## src/apd_pkg.sv

```systemverilog
/*
  Shared constants and types for the addressing mode postbyte decoder:
  prefix value, postbyte field positions, mode codes, states and the
  packed result record.
  Assumes a single core clock and a byte-wide instruction stream.
*/
package apd_pkg;

  // ----------------------------------------------------------------
  // stream constants
  // ----------------------------------------------------------------
  localparam logic [7:0] APD_PAGE2_PREFIX = 8'h18;
  localparam logic [7:0] APD_ZERO_PAGE_HI = 8'h00;

  // ----------------------------------------------------------------
  // postbyte field positions
  // ----------------------------------------------------------------
  localparam int APD_PB_RR_HI   = 7;   // base_register_select, short forms
  localparam int APD_PB_RR_LO   = 6;
  localparam int APD_PB_LONG_HI = 7;   // 111 marks the long forms
  localparam int APD_PB_LONG_LO = 5;
  localparam int APD_PB_RRL_HI  = 4;   // base_register_select, 111rr forms
  localparam int APD_PB_RRL_LO  = 3;
  localparam int APD_PB_FORM    = 5;   // 0: five-bit offset
  localparam int APD_PB_ACC     = 2;   // 1: accumulator offset
  localparam int APD_PB_Z       = 1;
  localparam int APD_PB_S       = 0;
  localparam int APD_PB_POST    = 4;   // p bit of auto adjust
  localparam int APD_PB_NEG     = 3;   // sign of auto adjust amount
  localparam logic [2:0] APD_PB_LONG_CODE = 3'h7;

  // base register codes
  localparam logic [1:0] APD_RR_X  = 2'h0;
  localparam logic [1:0] APD_RR_Y  = 2'h1;
  localparam logic [1:0] APD_RR_SP = 2'h2;
  localparam logic [1:0] APD_RR_PC = 2'h3;

  // accumulator_offset_select codes
  localparam logic [1:0] APD_AA_A    = 2'h0;
  localparam logic [1:0] APD_AA_B    = 2'h1;
  localparam logic [1:0] APD_AA_D    = 2'h2;
  localparam logic [1:0] APD_AA_DIND = 2'h3;

  // ----------------------------------------------------------------
  // addressing modes
  // ----------------------------------------------------------------
  typedef enum logic [2:0] {
    APD_MODE_REG_ONLY  = 3'h0,   // register_only_mode
    APD_MODE_INLINE    = 3'h1,   // inline_operand_mode
    APD_MODE_ZERO_PAGE = 3'h2,
    APD_MODE_LONG_ADDR = 3'h3,   // long_address_mode
    APD_MODE_BRANCH    = 3'h4,
    APD_MODE_INDEXED   = 3'h5    // indexed_short/nine/sixteen_bit modes
  } apd_mode_t;

  // ----------------------------------------------------------------
  // sequencer states, one-hot
  // ----------------------------------------------------------------
  typedef enum logic [5:0] {
    APD_ST_OPCODE = 6'h01,
    APD_ST_CLASS  = 6'h02,
    APD_ST_POST   = 6'h04,
    APD_ST_EXT    = 6'h08,
    APD_ST_CALC   = 6'h10,
    APD_ST_PTR    = 6'h20
  } apd_state_t;

  // classifier answer for one opcode
  typedef struct packed {
    apd_mode_t  mode;
    logic [1:0] ext_bytes;   // operand bytes after the opcode
  } apd_class_t;

  // decoded instruction handed to the core
  typedef struct packed {
    apd_mode_t   mode;
    logic        page2;
    logic [7:0]  opcode;
    logic [7:0]  index_postbyte;
    logic [15:0] eff_addr;
    logic [15:0] operand;
    logic        indirect;
    logic        adj_we;
    logic [1:0]  adj_sel;
    logic [15:0] adj_value;
    logic        illegal;
  } apd_result_t;

endpackage : apd_pkg

```

## src/apd_opcode_class.sv

```systemverilog
/*
  Opcode classifier: maps an opcode and its page to an addressing mode
  and the number of operand bytes that follow; answer is registered.
  Assumes the caller waits one clock between offering an opcode and
  reading the answer.
*/
`timescale 1ns/100ps
`default_nettype none

module apd_opcode_class (
  // clock and reset
  input  wire logic              clk_sys_i,
  input  wire logic              rst_i,
  // query
  input  wire logic [7:0]        opcode_i,
  input  wire logic              page2_i,
  // answer
  output var  apd_pkg::apd_class_t class_o
);

  apd_pkg::apd_class_t nxt_class;
  apd_pkg::apd_class_t class_ff;

  // column decode by upper nibble; table is fixed, not software loaded
  always_comb begin
    nxt_class.mode      = apd_pkg::APD_MODE_REG_ONLY;
    nxt_class.ext_bytes = 2'h0;
    case (opcode_i[7:4])
      4'h2: begin
        nxt_class.mode      = apd_pkg::APD_MODE_BRANCH;
        nxt_class.ext_bytes = page2_i ? 2'h2 : 2'h1;
      end
      4'h8, 4'hC: begin
        nxt_class.mode = apd_pkg::APD_MODE_INLINE;
        // word-sized operations sit at low nibble 3 and at low nibbles C to F
        nxt_class.ext_bytes = (opcode_i[3:0] == 4'h3 ||
                               opcode_i[3:0] >= 4'hC) ? 2'h2 : 2'h1;
      end
      4'h9, 4'hD: begin
        nxt_class.mode      = apd_pkg::APD_MODE_ZERO_PAGE;
        nxt_class.ext_bytes = 2'h1;
      end
      4'hA, 4'hE: begin
        nxt_class.mode      = apd_pkg::APD_MODE_INDEXED;
        nxt_class.ext_bytes = 2'h0;
      end
      4'hB, 4'hF: begin
        nxt_class.mode      = apd_pkg::APD_MODE_LONG_ADDR;
        nxt_class.ext_bytes = 2'h2;
      end
      default: begin
        nxt_class.mode      = apd_pkg::APD_MODE_REG_ONLY;
        nxt_class.ext_bytes = 2'h0;
      end
    endcase
  end

  // registered answer
  always_ff @(posedge clk_sys_i) begin
    if (rst_i) begin
      class_ff <= '{mode: apd_pkg::APD_MODE_REG_ONLY, ext_bytes: 2'h0};
    end else begin
      class_ff <= nxt_class;
    end
  end

  assign class_o = class_ff;

endmodule : apd_opcode_class

`default_nettype wire

```

## src/apd_decoder.sv

```systemverilog
/*
  Addressing mode and postbyte decoder. Takes bytes from the fetch
  queue, recognises the page-two prefix, classifies the opcode, reads
  the index_postbyte and extension bytes, forms the effective address
  and, for indirect forms, fetches the stored pointer.
  Assumes core registers are stable while an instruction is decoded
  and that memory answers a byte read with a one-cycle ack.
*/
`timescale 1ns/100ps
`default_nettype none

module apd_decoder (
  // clock and reset
  input  wire logic               clk_sys_i,
  input  wire logic               rst_i,
  // instruction byte stream
  input  wire logic               byte_valid_i,
  input  wire logic [7:0]         byte_data_i,
  output var  logic               byte_ready_o,
  // core registers
  input  wire logic [15:0]        reg_x_i,
  input  wire logic [15:0]        reg_y_i,
  input  wire logic [15:0]        reg_sp_i,
  input  wire logic [15:0]        reg_pc_i,
  input  wire logic [7:0]         acc_a_i,
  input  wire logic [7:0]         acc_b_i,
  // pointer reads
  output var  logic               mem_req_o,
  output var  logic [15:0]        mem_addr_o,
  input  wire logic               mem_ack_i,
  input  wire logic [7:0]         mem_rdata_i,
  // decoded result
  output var  logic               done_o,
  output var  apd_pkg::apd_result_t result_o
);

  // ----------------------------------------------------------------
  // helpers
  // ----------------------------------------------------------------

  // base register pick, used by every indexed form
  function automatic logic [15:0] pick_base(input logic [1:0] sel,
                                            input logic [15:0] x,
                                            input logic [15:0] y,
                                            input logic [15:0] sp,
                                            input logic [15:0] pc);
    case (sel)
      apd_pkg::APD_RR_X:  pick_base = x;
      apd_pkg::APD_RR_Y:  pick_base = y;
      apd_pkg::APD_RR_SP: pick_base = sp;
      default:            pick_base = pc;
    endcase
  endfunction : pick_base

  // count of extension bytes a postbyte asks for
  function automatic logic [1:0] ext_count(input logic [7:0] pb);
    if (!pb[apd_pkg::APD_PB_FORM]) begin
      ext_count = 2'h0;
    end else if (pb[apd_pkg::APD_PB_LONG_HI:apd_pkg::APD_PB_LONG_LO]
                 != apd_pkg::APD_PB_LONG_CODE) begin
      ext_count = 2'h0;
    end else if (pb[apd_pkg::APD_PB_ACC]) begin
      ext_count = 2'h0;
    end else begin
      ext_count = pb[apd_pkg::APD_PB_Z] ? 2'h2 : 2'h1;
    end
  endfunction : ext_count

  // ----------------------------------------------------------------
  // state
  // ----------------------------------------------------------------
  apd_pkg::apd_state_t  state_ff;
  apd_pkg::apd_state_t  nxt_state;
  apd_pkg::apd_class_t  class_w;
  logic                 page2_ff;
  logic [7:0]           opcode_ff;
  logic [7:0]           postbyte_ff;
  logic [15:0]          ext_ff;
  logic [1:0]           ext_left_ff;
  logic                 ptr_lo_ff;
  logic [7:0]           ptr_hi_ff;
  logic                 byte_ready_ff;
  logic                 mem_req_ff;
  logic [15:0]          mem_addr_ff;
  logic                 done_ff;
  apd_pkg::apd_result_t result_ff;
  apd_pkg::apd_result_t nxt_result;
  logic                 take;
  logic [7:0]           class_op_w;

  assign take = byte_valid_i && byte_ready_ff;
  // classify the byte as it is taken: the answer is registered, so
  // feeding opcode_ff would leave a stale class in CLASS
  assign class_op_w = (state_ff == apd_pkg::APD_ST_OPCODE) ?
                      byte_data_i : opcode_ff;

  apd_opcode_class u_class (
    .clk_sys_i (clk_sys_i),
    .rst_i     (rst_i),
    .opcode_i  (class_op_w),
    .page2_i   (page2_ff),
    .class_o   (class_w)
  );

  // ----------------------------------------------------------------
  // sequencer
  // ----------------------------------------------------------------

  // next state
  always_comb begin
    nxt_state = state_ff;
    case (state_ff)
      apd_pkg::APD_ST_OPCODE: begin
        // prefix stays here for second byte
        if (take && !(byte_data_i == apd_pkg::APD_PAGE2_PREFIX
                      && !page2_ff)) begin
          nxt_state = apd_pkg::APD_ST_CLASS;
        end
      end
      apd_pkg::APD_ST_CLASS: begin
        if (class_w.mode == apd_pkg::APD_MODE_INDEXED) begin
          nxt_state = apd_pkg::APD_ST_POST;
        end else if (class_w.ext_bytes == 2'h0) begin
          nxt_state = apd_pkg::APD_ST_CALC;
        end else begin
          nxt_state = apd_pkg::APD_ST_EXT;
        end
      end
      apd_pkg::APD_ST_POST: begin
        if (take) begin
          nxt_state = (ext_count(byte_data_i) == 2'h0) ?
                      apd_pkg::APD_ST_CALC : apd_pkg::APD_ST_EXT;
        end
      end
      apd_pkg::APD_ST_EXT: begin
        if (take && ext_left_ff == 2'h1) begin
          nxt_state = apd_pkg::APD_ST_CALC;
        end
      end
      apd_pkg::APD_ST_CALC: begin
        nxt_state = nxt_result.indirect ? apd_pkg::APD_ST_PTR :
                                          apd_pkg::APD_ST_OPCODE;
      end
      apd_pkg::APD_ST_PTR: begin
        if (mem_ack_i && ptr_lo_ff) begin
          nxt_state = apd_pkg::APD_ST_OPCODE;
        end
      end
      default: nxt_state = apd_pkg::APD_ST_OPCODE;
    endcase
  end

  // state register
  always_ff @(posedge clk_sys_i) begin
    if (rst_i) begin
      state_ff <= apd_pkg::APD_ST_OPCODE;
    end else begin
      state_ff <= nxt_state;
    end
  end

  // ready follows the byte-consuming states
  always_ff @(posedge clk_sys_i) begin
    if (rst_i) begin
      byte_ready_ff <= 1'b0;
    end else begin
      byte_ready_ff <= (nxt_state == apd_pkg::APD_ST_OPCODE) ||
                       (nxt_state == apd_pkg::APD_ST_POST) ||
                       (nxt_state == apd_pkg::APD_ST_EXT);
    end
  end

  // ----------------------------------------------------------------
  // byte capture
  // ----------------------------------------------------------------

  // opcode and page flag
  always_ff @(posedge clk_sys_i) begin
    if (rst_i) begin
      page2_ff  <= 1'b0;
      opcode_ff <= 8'h00;
    end else if (state_ff == apd_pkg::APD_ST_OPCODE && take) begin
      // prefix marks the second opcode map
      if (byte_data_i == apd_pkg::APD_PAGE2_PREFIX && !page2_ff) begin
        page2_ff <= 1'b1;
      end else begin
        opcode_ff <= byte_data_i;
      end
    end else if (state_ff == apd_pkg::APD_ST_CALC) begin
      page2_ff <= 1'b0;   // cleared once the record is formed
    end
  end

  // postbyte and extension bytes
  always_ff @(posedge clk_sys_i) begin
    if (rst_i) begin
      postbyte_ff <= 8'h00;
      ext_ff      <= 16'h0000;
      ext_left_ff <= 2'h0;
    end else begin
      case (state_ff)
        apd_pkg::APD_ST_CLASS: begin
          // inline, zero page, long and branch operand count
          ext_left_ff <= class_w.ext_bytes;
          ext_ff      <= 16'h0000;
          postbyte_ff <= 8'h00;
        end
        apd_pkg::APD_ST_POST: begin
          if (take) begin
            postbyte_ff <= byte_data_i;
            ext_left_ff <= ext_count(byte_data_i);
          end
        end
        apd_pkg::APD_ST_EXT: begin
          // first of two bytes shifts up to the high half; a lone byte stays low
          if (take) begin
            ext_ff      <= {ext_ff[7:0], byte_data_i};
            ext_left_ff <= ext_left_ff - 2'h1;
          end
        end
        default: begin
          ext_left_ff <= ext_left_ff;
        end
      endcase
    end
  end

  // ----------------------------------------------------------------
  // address formation
  // ----------------------------------------------------------------
  logic [15:0] base_w;
  logic [15:0] acc_d_w;
  logic [15:0] adj_delta_w;
  logic [15:0] adj_new_w;
  logic [1:0]  rr_short_w;
  logic [1:0]  rr_long_w;
  logic        long_form_w;

  assign rr_short_w  = postbyte_ff[apd_pkg::APD_PB_RR_HI:
                                   apd_pkg::APD_PB_RR_LO];
  assign rr_long_w   = postbyte_ff[apd_pkg::APD_PB_RRL_HI:
                                   apd_pkg::APD_PB_RRL_LO];
  assign long_form_w = postbyte_ff[apd_pkg::APD_PB_LONG_HI:
                                   apd_pkg::APD_PB_LONG_LO]
                       == apd_pkg::APD_PB_LONG_CODE;
  assign base_w      = pick_base(long_form_w ? rr_long_w : rr_short_w,
                                 reg_x_i, reg_y_i, reg_sp_i, reg_pc_i);
  // D from A high and B low
  assign acc_d_w     = {acc_a_i, acc_b_i};
  // amount 1..8 up or -8..-1 down
  assign adj_delta_w = postbyte_ff[apd_pkg::APD_PB_NEG] ?
                       {12'hFFF, postbyte_ff[3:0]} :
                       {12'h000, postbyte_ff[3:0]} + 16'h0001;
  assign adj_new_w   = base_w + adj_delta_w;

  // result record for the current instruction
  always_comb begin
    nxt_result                = '0;
    nxt_result.mode           = class_w.mode;
    nxt_result.page2          = page2_ff;
    nxt_result.opcode         = opcode_ff;
    nxt_result.index_postbyte = postbyte_ff;
    case (class_w.mode)
      apd_pkg::APD_MODE_INLINE: begin
        nxt_result.operand = ext_ff;
      end
      apd_pkg::APD_MODE_ZERO_PAGE: begin
        nxt_result.eff_addr = {apd_pkg::APD_ZERO_PAGE_HI, ext_ff[7:0]};
      end
      apd_pkg::APD_MODE_LONG_ADDR: begin
        nxt_result.eff_addr = ext_ff;
      end
      apd_pkg::APD_MODE_BRANCH: begin
        // short offset sign extended onto pc
        nxt_result.operand  = ext_ff;
        nxt_result.eff_addr = page2_ff ? reg_pc_i + ext_ff :
                              reg_pc_i + {{8{ext_ff[7]}}, ext_ff[7:0]};
      end
      apd_pkg::APD_MODE_INDEXED: begin
        if (!postbyte_ff[apd_pkg::APD_PB_FORM]) begin
          // sign extended, wraps at sixteen bits
          nxt_result.eff_addr = base_w +
                                {{11{postbyte_ff[4]}}, postbyte_ff[4:0]};
        end else if (!long_form_w) begin
          // pc base cannot be auto adjusted
          nxt_result.illegal   = (rr_short_w == apd_pkg::APD_RR_PC);
          // pre uses new value, post uses old
          nxt_result.adj_we    = (rr_short_w != apd_pkg::APD_RR_PC);
          nxt_result.adj_sel   = rr_short_w;
          nxt_result.adj_value = adj_new_w;
          nxt_result.eff_addr  = postbyte_ff[apd_pkg::APD_PB_POST] ?
                                 base_w : adj_new_w;
        end else if (!postbyte_ff[apd_pkg::APD_PB_ACC]) begin
          if (!postbyte_ff[apd_pkg::APD_PB_Z]) begin
            nxt_result.eff_addr = base_w +
              {{8{postbyte_ff[apd_pkg::APD_PB_S]}}, ext_ff[7:0]};
          end else begin
            nxt_result.eff_addr = base_w + ext_ff;
            nxt_result.indirect = postbyte_ff[apd_pkg::APD_PB_S];
          end
        end else begin
          case (postbyte_ff[1:0])
            apd_pkg::APD_AA_A: nxt_result.eff_addr = base_w +
                                                     {8'h00, acc_a_i};
            apd_pkg::APD_AA_B: nxt_result.eff_addr = base_w +
                                                     {8'h00, acc_b_i};
            default:           nxt_result.eff_addr = base_w + acc_d_w;
          endcase
          nxt_result.indirect = (postbyte_ff[1:0] ==
                                 apd_pkg::APD_AA_DIND);
        end
      end
      default: begin
        nxt_result.eff_addr = 16'h0000;
      end
    endcase
  end

  // ----------------------------------------------------------------
  // pointer fetch and result
  // ----------------------------------------------------------------

  // read pointer high then low byte
  always_ff @(posedge clk_sys_i) begin
    if (rst_i) begin
      mem_req_ff  <= 1'b0;
      mem_addr_ff <= 16'h0000;
      ptr_lo_ff   <= 1'b0;
      ptr_hi_ff   <= 8'h00;
    end else if (state_ff == apd_pkg::APD_ST_CALC &&
                 nxt_result.indirect) begin
      mem_req_ff  <= 1'b1;
      mem_addr_ff <= nxt_result.eff_addr;
      ptr_lo_ff   <= 1'b0;
    end else if (state_ff == apd_pkg::APD_ST_PTR && mem_ack_i) begin
      // second byte at next address, no alignment
      if (!ptr_lo_ff) begin
        ptr_hi_ff   <= mem_rdata_i;
        mem_addr_ff <= mem_addr_ff + 16'h0001;
        ptr_lo_ff   <= 1'b1;
      end else begin
        mem_req_ff <= 1'b0;
        ptr_lo_ff  <= 1'b0;
      end
    end
  end

  // result register and completion pulse
  always_ff @(posedge clk_sys_i) begin
    if (rst_i) begin
      result_ff <= '0;
      done_ff   <= 1'b0;
    end else begin
      done_ff <= 1'b0;
      if (state_ff == apd_pkg::APD_ST_CALC) begin
        result_ff <= nxt_result;
        done_ff   <= !nxt_result.indirect;
      end else if (state_ff == apd_pkg::APD_ST_PTR && mem_ack_i &&
                   ptr_lo_ff) begin
        result_ff.eff_addr <= {ptr_hi_ff, mem_rdata_i};
        done_ff            <= 1'b1;
      end
    end
  end

  // ----------------------------------------------------------------
  // outputs
  // ----------------------------------------------------------------
  assign byte_ready_o = byte_ready_ff;
  assign mem_req_o    = mem_req_ff;
  assign mem_addr_o   = mem_addr_ff;
  assign done_o       = done_ff;
  assign result_o     = result_ff;

endmodule : apd_decoder

`default_nettype wire

```

## config.mk

```make
export PLATFORM = sky130hd
export DESIGN_NAME = apd_decoder
export DESIGN_NICKNAME = d
export VERILOG_FILES = /design/src/apd_pkg.sv /design/src/apd_opcode_class.sv /design/src/apd_decoder.sv
export SDC_FILE = /design/constraint.sdc
export NUM_CORES = 1
export LEC_CHECK = 0
export ABC_AREA = 1
export BUFFER_PORTS_ARGS = -buffer_cell sky130_fd_sc_hd__buf_2
export CAP_MARGIN = 20
export CORE_MARGIN = 1.5
export CORE_UTILIZATION = 33
export CTS_BUF_LIST = sky130_fd_sc_hd__clkbuf_4 sky130_fd_sc_hd__clkbuf_8
export DETAILED_ROUTE_END_ITERATION = 8
export GPL_TIMING_DRIVEN = 0
export HOLD_SLACK_MARGIN = 0.15
export PLACE_DENSITY = 0.53
export SLEW_MARGIN = 20
export SYNTH_ARGS = -nofsm -noshare
export SYNTH_HDL_FRONTEND = slang
export SYNTH_SLANG_ARGS = --single-unit
```

## constraint.sdc

```tcl
create_clock -name clk_sys_i -period 6.9 [get_ports clk_sys_i]
set_input_delay 0.69 -clock clk_sys_i [delete_from_list [all_inputs] [get_ports clk_sys_i]]
set_output_delay 0.69 -clock clk_sys_i [all_outputs]
set_load 0.02 [all_outputs]
```

==> summary.md, run 1 <==
| Metric | Value |
|---|---|
| DR vias | `11,897` |
| Flops & latches, synth | `147` |
| Hold Crit Class | `reg2reg` |
| Clk_lat worst skew | `0.47 ns` |
| Worst Hold Path EP | `result_o[0]` |
| Largest area contributor in the netlist | `dfxtp_1` |
| Hold WS | `0.445 ns` |
| Multi-input logic area | `6630 um2` |
| Final Slew Violations | `0` |
| Max-Slew Margin vs Limit | `0.443` |
| Antenna Nets Post-Route | `0` |
| R2r endpoint | `mem_addr_o[10]` |
| Global-route wire length before repair | `64,200 um` |
| Hold path cells | `2` |
| Inserted Diodes | `0` |
| Status | `completed` |
| Hold path startpoint | `result_o[0]` |
| Die W | `182 um` |
| DR pass1 iterations | `6` |
| All-Layer GR Usage | `0.256` |
| Ys Warns | `0` |
| Vias in the first global route | `10,982` |
| Synthesized area per cell | `6.47 um2` |
| Initial DRC count | `1,046` |
| PortBufs | `191` |
| Final Util | `0.393` |
| DRC | `0` |
| Crit path capture type | `flop` |
| Cts hold-fix bufs | `0` |
| CTS clock-pin slew for the worst setup and hold paths | `0.09 ns` |
| Final critical-path required period | `5.23 ns` |
| H-tree depth | `4` |
| TritonCTS clock tree | `built` |
| Core ar. | `31,600 um2` |
| DP HPWL | `35,200 um` |
| Cell count after synthesis | `1,642` |
| I/O Pins | `192` |
| Largest net degree at the start of global routing | `17` |
| Layout cells sized above 1 | `0.154` |
| Routed WL | `43,000 um` |
| Die height | `182 um` |
| Fmax | `191 MHz` |
| Row Count | `65` |
| Sequential element share of the synthesized area | `0.277` |
| # fillers | `3,479` |
| Post-cts resize count | `0` |
| Antenna violations before repair | `0` |
| Worst Path Required | `7.26 ns` |
| Die ar. | `33,300 um2` |
| Critical Path Start Type | `flop` |
| R2r startpoint | `postbyte_ff[4]` |
| Setup TNS | `0 ns` |
| Worst slew pin tran | `0.831 ns` |
| Internal reg-to-reg setup slack | `1.67 ns` |
| Final GP Congestion | `0.937` |
| Clock sinks | `147` |
| Clock Root Buffer | `clkbuf_8` |
| Final setup viols | `0` |
| WL/cell | `18.9 um` |
| Post-synth EDFFs | `0` |
| Max Cap Viol | `0` |
| Syn_nets | `1,815` |
| Worst setup path startpoint | `postbyte_ff[4]` |
| Critical Path AT | `5.59 ns` |
| Pwr Total | `1820 uW` |
| RSZ-0062 raised after global routing | `no` |
| Num CTS Buffers | `17` |
| Area Growth Syn to Fin | `17.2%` |
| # Post-CTS Setup Buffers | `0` |
| Peak VDD IR | `0.000102 V` |
| Crit Path Category | `reg2reg` |
| Clock Tree Buf Depth | `2` |
| Seq. cell area | `2940 um2` |
| R2R depth | `21` |
| Mapped cell area | `10,600 um2` |
| Synth cell types | `57` |
| Final nets | `2,025` |
| Fin crit share | `0.758` |
| Crit path max fanout | `14` |
| Asr flop ratio synth | `0` |
| Clock Skew | `0.0167 ns` |
| Yosys top cell area share | `0.277` |
| Synth Flop Type | `dfxtp_1` |
| Fin. Hold Viols | `0` |
| Initial core utilization | `0.336` |
| Via density per instance | `5.25` |
| Total gr overflow | `0` |
| Lkg Pwr | `0.00599 uW` |
| PwrDens | `146 nW/um2` |
| Synth top area cells | `dfxtp_1, nand2_1, a21oi_1, ha_1, inv_1` |
==> area by class of cell <==
| cell class | instances | share of cell area |
|---|---|---|
| Multi-Input combinational cell | 1229 | 0.533 |
| Sequential cell | 147 | 0.237 |
| Timing Repair Buffer | 191 | 0.0768 |
| Inverter | 205 | 0.0619 |
| Tap cell | 402 | 0.0404 |
| Buffer | 61 | 0.0217 |
| Clock buffer | 18 | 0.0199 |
| Clock inverter | 14 | 0.00935 |
==> worst max-delay path by stage <==
stage	to	slack, ns	cells past startpoint
after floorplan	mem_addr_o[10]	3.35	21
after global placement	mem_addr_o[10]	1.70	21
after detailed placement	mem_addr_o[10]	1.76	21
after CTS	mem_addr_o[10]	1.75	21
after global routing	result_o[47]	1.24	22
final	mem_addr_o[10]	1.67	21
==> through the flow <==
stage	setup WS [ns]	std cells	area, um2
final	1.67	2267	12400
after floorplan	3.35	1642	10600
after CTS	1.75	2267	12400
after global routing	1.24	2267	12400
after detailed placement	1.76	2235	12100
after global placement	1.70	2235	12100
==> where the power goes <==
part	leakage, uW	switching, uW	internal (uW)
Sequential	0.00119	8.59	862
Combinational	0.00463	210	90.8
Clock	0.000176	377	268
Total	0.00599	596	1220
==> layer usage <==
metal	up-vias	share of wire	routed length (um)	track usage
met4	0	0.023	1000	0.0707
met2	407	0.44	19000	0.400
met3	48	0.061	2640	0.0527
li1	5939	-	-	-
met1	5503	0.47	20300	0.355
met5	-	0	0	0
==> cell usage after synthesis (all sizes together) (10+ instances only) <==
master	count
nand2	360
inv	204
a21oi	203
o21ai	165
dfxtp	147
nor2	133
nand3	122
ha	69
clkbuf	39
xor2	27
buf	22
nor3	15
or2	14
a31oi	12
o211ai	10
==> worst max-delay path, cell delays in order, from the launching register on <==
cell	delay, ns
dfxtp_1	0.74
inv_2	0.26
nand3_1	0.13
nand2_1	0.11
inv_2	0.17
clkbuf_1	0.45
o2bb2ai_1	0.11
a21oi_1	0.62
ha_1	0.41
a21oi_1	0.16
o21ai_0	0.09
a21oi_1	0.33
inv_1	0.11
nand2_1	0.07
nand2_1	0.08
or2_2	0.28
nand3_1	0.07
nand3_1	0.08
nand3_1	0.16
nand3_1	0.34
o21ai_0	0.28
inv_1	0.06
==> flip-flops by register name, summed over array words and instances (netlist names), 2 cells and up <==
register and cells:
ext_ff 16, ext_left_ff 2, mem_addr_o 16, opcode_ff 8
postbyte_ff 8, ptr_hi_ff 8, result_o 73, state_ff 6
u_class.class_o 5
==> cells by family after synthesis <==
logic type / synth area share
simple gates: 0.270
compound gates: 0.241
buf+inv: 0.0979
flops: 0.277
fa+ha+maj: 0.0889
xor+xnor: 0.0256
==> cells in the final DEF, fill, tap and decap left out, drive strengths merged, types with 7 or more instances in the layout <==
cell,netlist,layout
nor2,133,133
nor3,15,15
nand3,122,122
xor2,27,27
a21oi,203,203
clkbuf,39,57
o211ai,10,10
or2,14,14
a22oi,8,8
a211oi,8,8
o221ai,7,7
a22o,8,8
a21o,8,8
o21bai,7,7
a31oi,12,12
o31ai,7,7
o21ai,165,165
dfxtp,147,147
inv,204,212
nand4,8,8
buf,22,213
nand2,360,360
ha,69,69
Power figures use the tool's default switching activity.
==> inputs of run 2 (changes only) <==
PLACE_DENSITY = 0.55   (was 0.53)
clock period = 4.2 ns   (was 6.9 ns; I/O delays follow)
==> summary.md, run 2 (synthesized netlist as in run 1, its figures left out) <==
| Metric | Value |
|---|---|
| Commonest cells after routing, fill and taps aside | `nand2_1, buf_2, a21oi_1` |
| Area Growth Syn to Fin | `18.7%` |
| Worst Hold Path EP | `ptr_hi_ff[6]` |
| Peak VDD IR | `0.000179 V` |
| Worst-path cell chain | `inv_4, nand3_1, nand2_1, inv_2, nor2_8, buf_6, nand2_1, a31oi_4, ha_2, inv_1, fa_1, nor2_1, o21ai_0, nand2_1, a21oi_1, inv_1, a21oi_1, or2_2, nand3_1, nand3_2, nand3_4, a21oi_1, nor2_1` |
| Clock Root Buffer | `clkbuf_8` |
| Lkg Pwr | `0.00605 uW` |
| Crit path max fanout | `14` |
| Crit-path max cell delay | `0.43 ns` |
| Worst slew pin tran | `0.880 ns` |
| Largest net degree at the start of global routing | `17` |
| Max-Slew Margin vs Limit | `0.413` |
| R2r endpoint | `result_o[47]` |
| Final WS setup | `0.204 ns` |
| Row Count | `65` |
| Layout cells sized above 1 | `0.169` |
| Final Slew Violations | `0` |
| Critical Path Start Type | `flop` |
| Initial DRC count | `942` |
| DRC | `0` |
| Fin. Hold Viols | `0` |
| All-Layer GR Usage | `0.255` |
| PwrDens | `238 nW/um2` |
| Clock Tree Buf Depth | `2` |
| Post-route cell area | `12,600 um2` |
| Final nets | `2,029` |
| I/O Pins | `192` |
| DP HPWL | `34,800 um` |
| Antenna Nets Post-Route | `0` |
| PortBufs | `191` |
| Initial core utilization | `0.336` |
| Routed WL | `42,800 um` |
| Placed cell areas | `12,100 um2` |
| Slowest stage cell, crit path | `fa_1` |
| Internal reg-to-reg setup slack | `0.20 ns` |
| Core ar. | `31,600 um2` |
| R2R depth | `23` |
| Final critical-path required period | `4.00 ns` |
| Clock sinks | `147` |
| Final GP Congestion | `0.965` |
| TritonCTS clock tree | `built` |
| RSZ-0062 raised after global routing | `no` |
| Die W | `182 um` |
| Critical Path AT | `4.40 ns` |
| CTS clock-pin slew for the worst setup and hold paths | `0.09 ns` |
| Max Cap Viol | `0` |
| Crit Path Category | `reg2reg` |
| Die ar. | `33,300 um2` |
| Max reg flops | `73` |
| Hold path startpoint | `mem_rdata_i[6]` |
| Leading cell type in the layout, fill and taps excluded | `nand2_1` |
| Global-route wire length before repair | `64,300 um` |
| Status | `completed` |
| Clk_lat worst skew | `0.47 ns` |
| # fillers | `3,467` |
| DR pass1 iterations | `6` |
| Clock Skew | `0.0170 ns` |
| Hold Crit Class | `in2reg` |
| H-tree depth | `4` |
| Crit path capture type | `flop` |
| Pwr Total | `2990 uW` |
| Hold path cells | `3` |
| WL/cell | `18.8 um` |
| Fin crit share | `0.951` |
| Final setup viols | `0` |
| R2r startpoint | `postbyte_ff[4]` |
| Fmax | `250 MHz` |
| Vias in the first global route | `11,250` |
| Worst Path Required | `4.61 ns` |
| Total gr overflow | `0` |
| Via density per instance | `5.27` |
| Antenna violations before repair | `0` |
| Post-Place Worst Slack | `-0.793 ns` |
| Num CTS Buffers | `17` |
| Die height | `182 um` |
| DR vias | `11,974` |
[run 2: layout make-up]
class                      count  area (um2)  area share
multi-input combinational   1230        6740       0.535
inverter                     205         776      0.0616
clock buffer                  18         241      0.0192
tap                          402         503      0.0399
timing repair buffer         197        1000      0.0794
clock inverter                13         119     0.00943
sequential                   147        2950       0.234
antenna                        1        2.50    0.000199
buffer                        58         267      0.0212
[run 2: how the worst max path moves through the flow]
stage | cells past startpoint | to | startpoint | slack (ns)
after floorplan | 21 | mem_addr_o[10] | postbyte_ff[1] | 0.65
after global placement | 21 | mem_addr_o[10] | postbyte_ff[4] | -0.87
after detailed placement | 22 | result_o[47] | postbyte_ff[4] | -0.79
after CTS | 21 | result_o[47] | postbyte_ff[3] | 0.03
after global routing | 22 | result_o[47] | postbyte_ff[4] | 0.01
final | 23 | result_o[47] | postbyte_ff[4] | 0.20
[run 2: metal layers]
metal  part of all wire  vias up  global-route usage
li1                   -     5950                   -
met1               0.47     5576               0.347
met2               0.44      383               0.404
met3              0.059       65              0.0413
met4              0.032        0              0.0922
met5                  0        -                   0
[run 2: critical path: cells and delay by family, from the launching register on]
family | cells | cell delay (ns)
simple gates | 11 | 1.55
flops | 1 | 0.42
buf+inv | 5 | 0.55
fa+ha+maj | 2 | 0.67
compound gates | 5 | 0.70
[run 2: what timing repair did]
action / CTS / global route
hold buffers: 0 / 0
resized for setup: 18 / 19
setup endpoints to repair: 32 / 20
setup buffers: 3 / 3
gates cloned: 0 / 1
pin swaps: 0 / 5
[run 2: where the power goes]
group	internal, uW	switching (uW)	total [uW]
registers	1410	14.2	1430
clock network	434	630	1060
logic	153	349	502
total	2000	994	2990
[run 2: stage by stage]
stage / std cells / hold slack (ns) / setup TNS [ns] / utilization
floorplan: 1642 / 0.444 / 0 / -
global placement: 2235 / 0.433 / -12.17 / 0.382
detailed placement: 2235 / 0.435 / -11.26 / 0.382
CTS: 2268 / 0.190 / 0 / 0.396
global route: 2270 / 0.195 / 0 / 0.398
finish: 2271 / 0.206 / 0 / 0.398
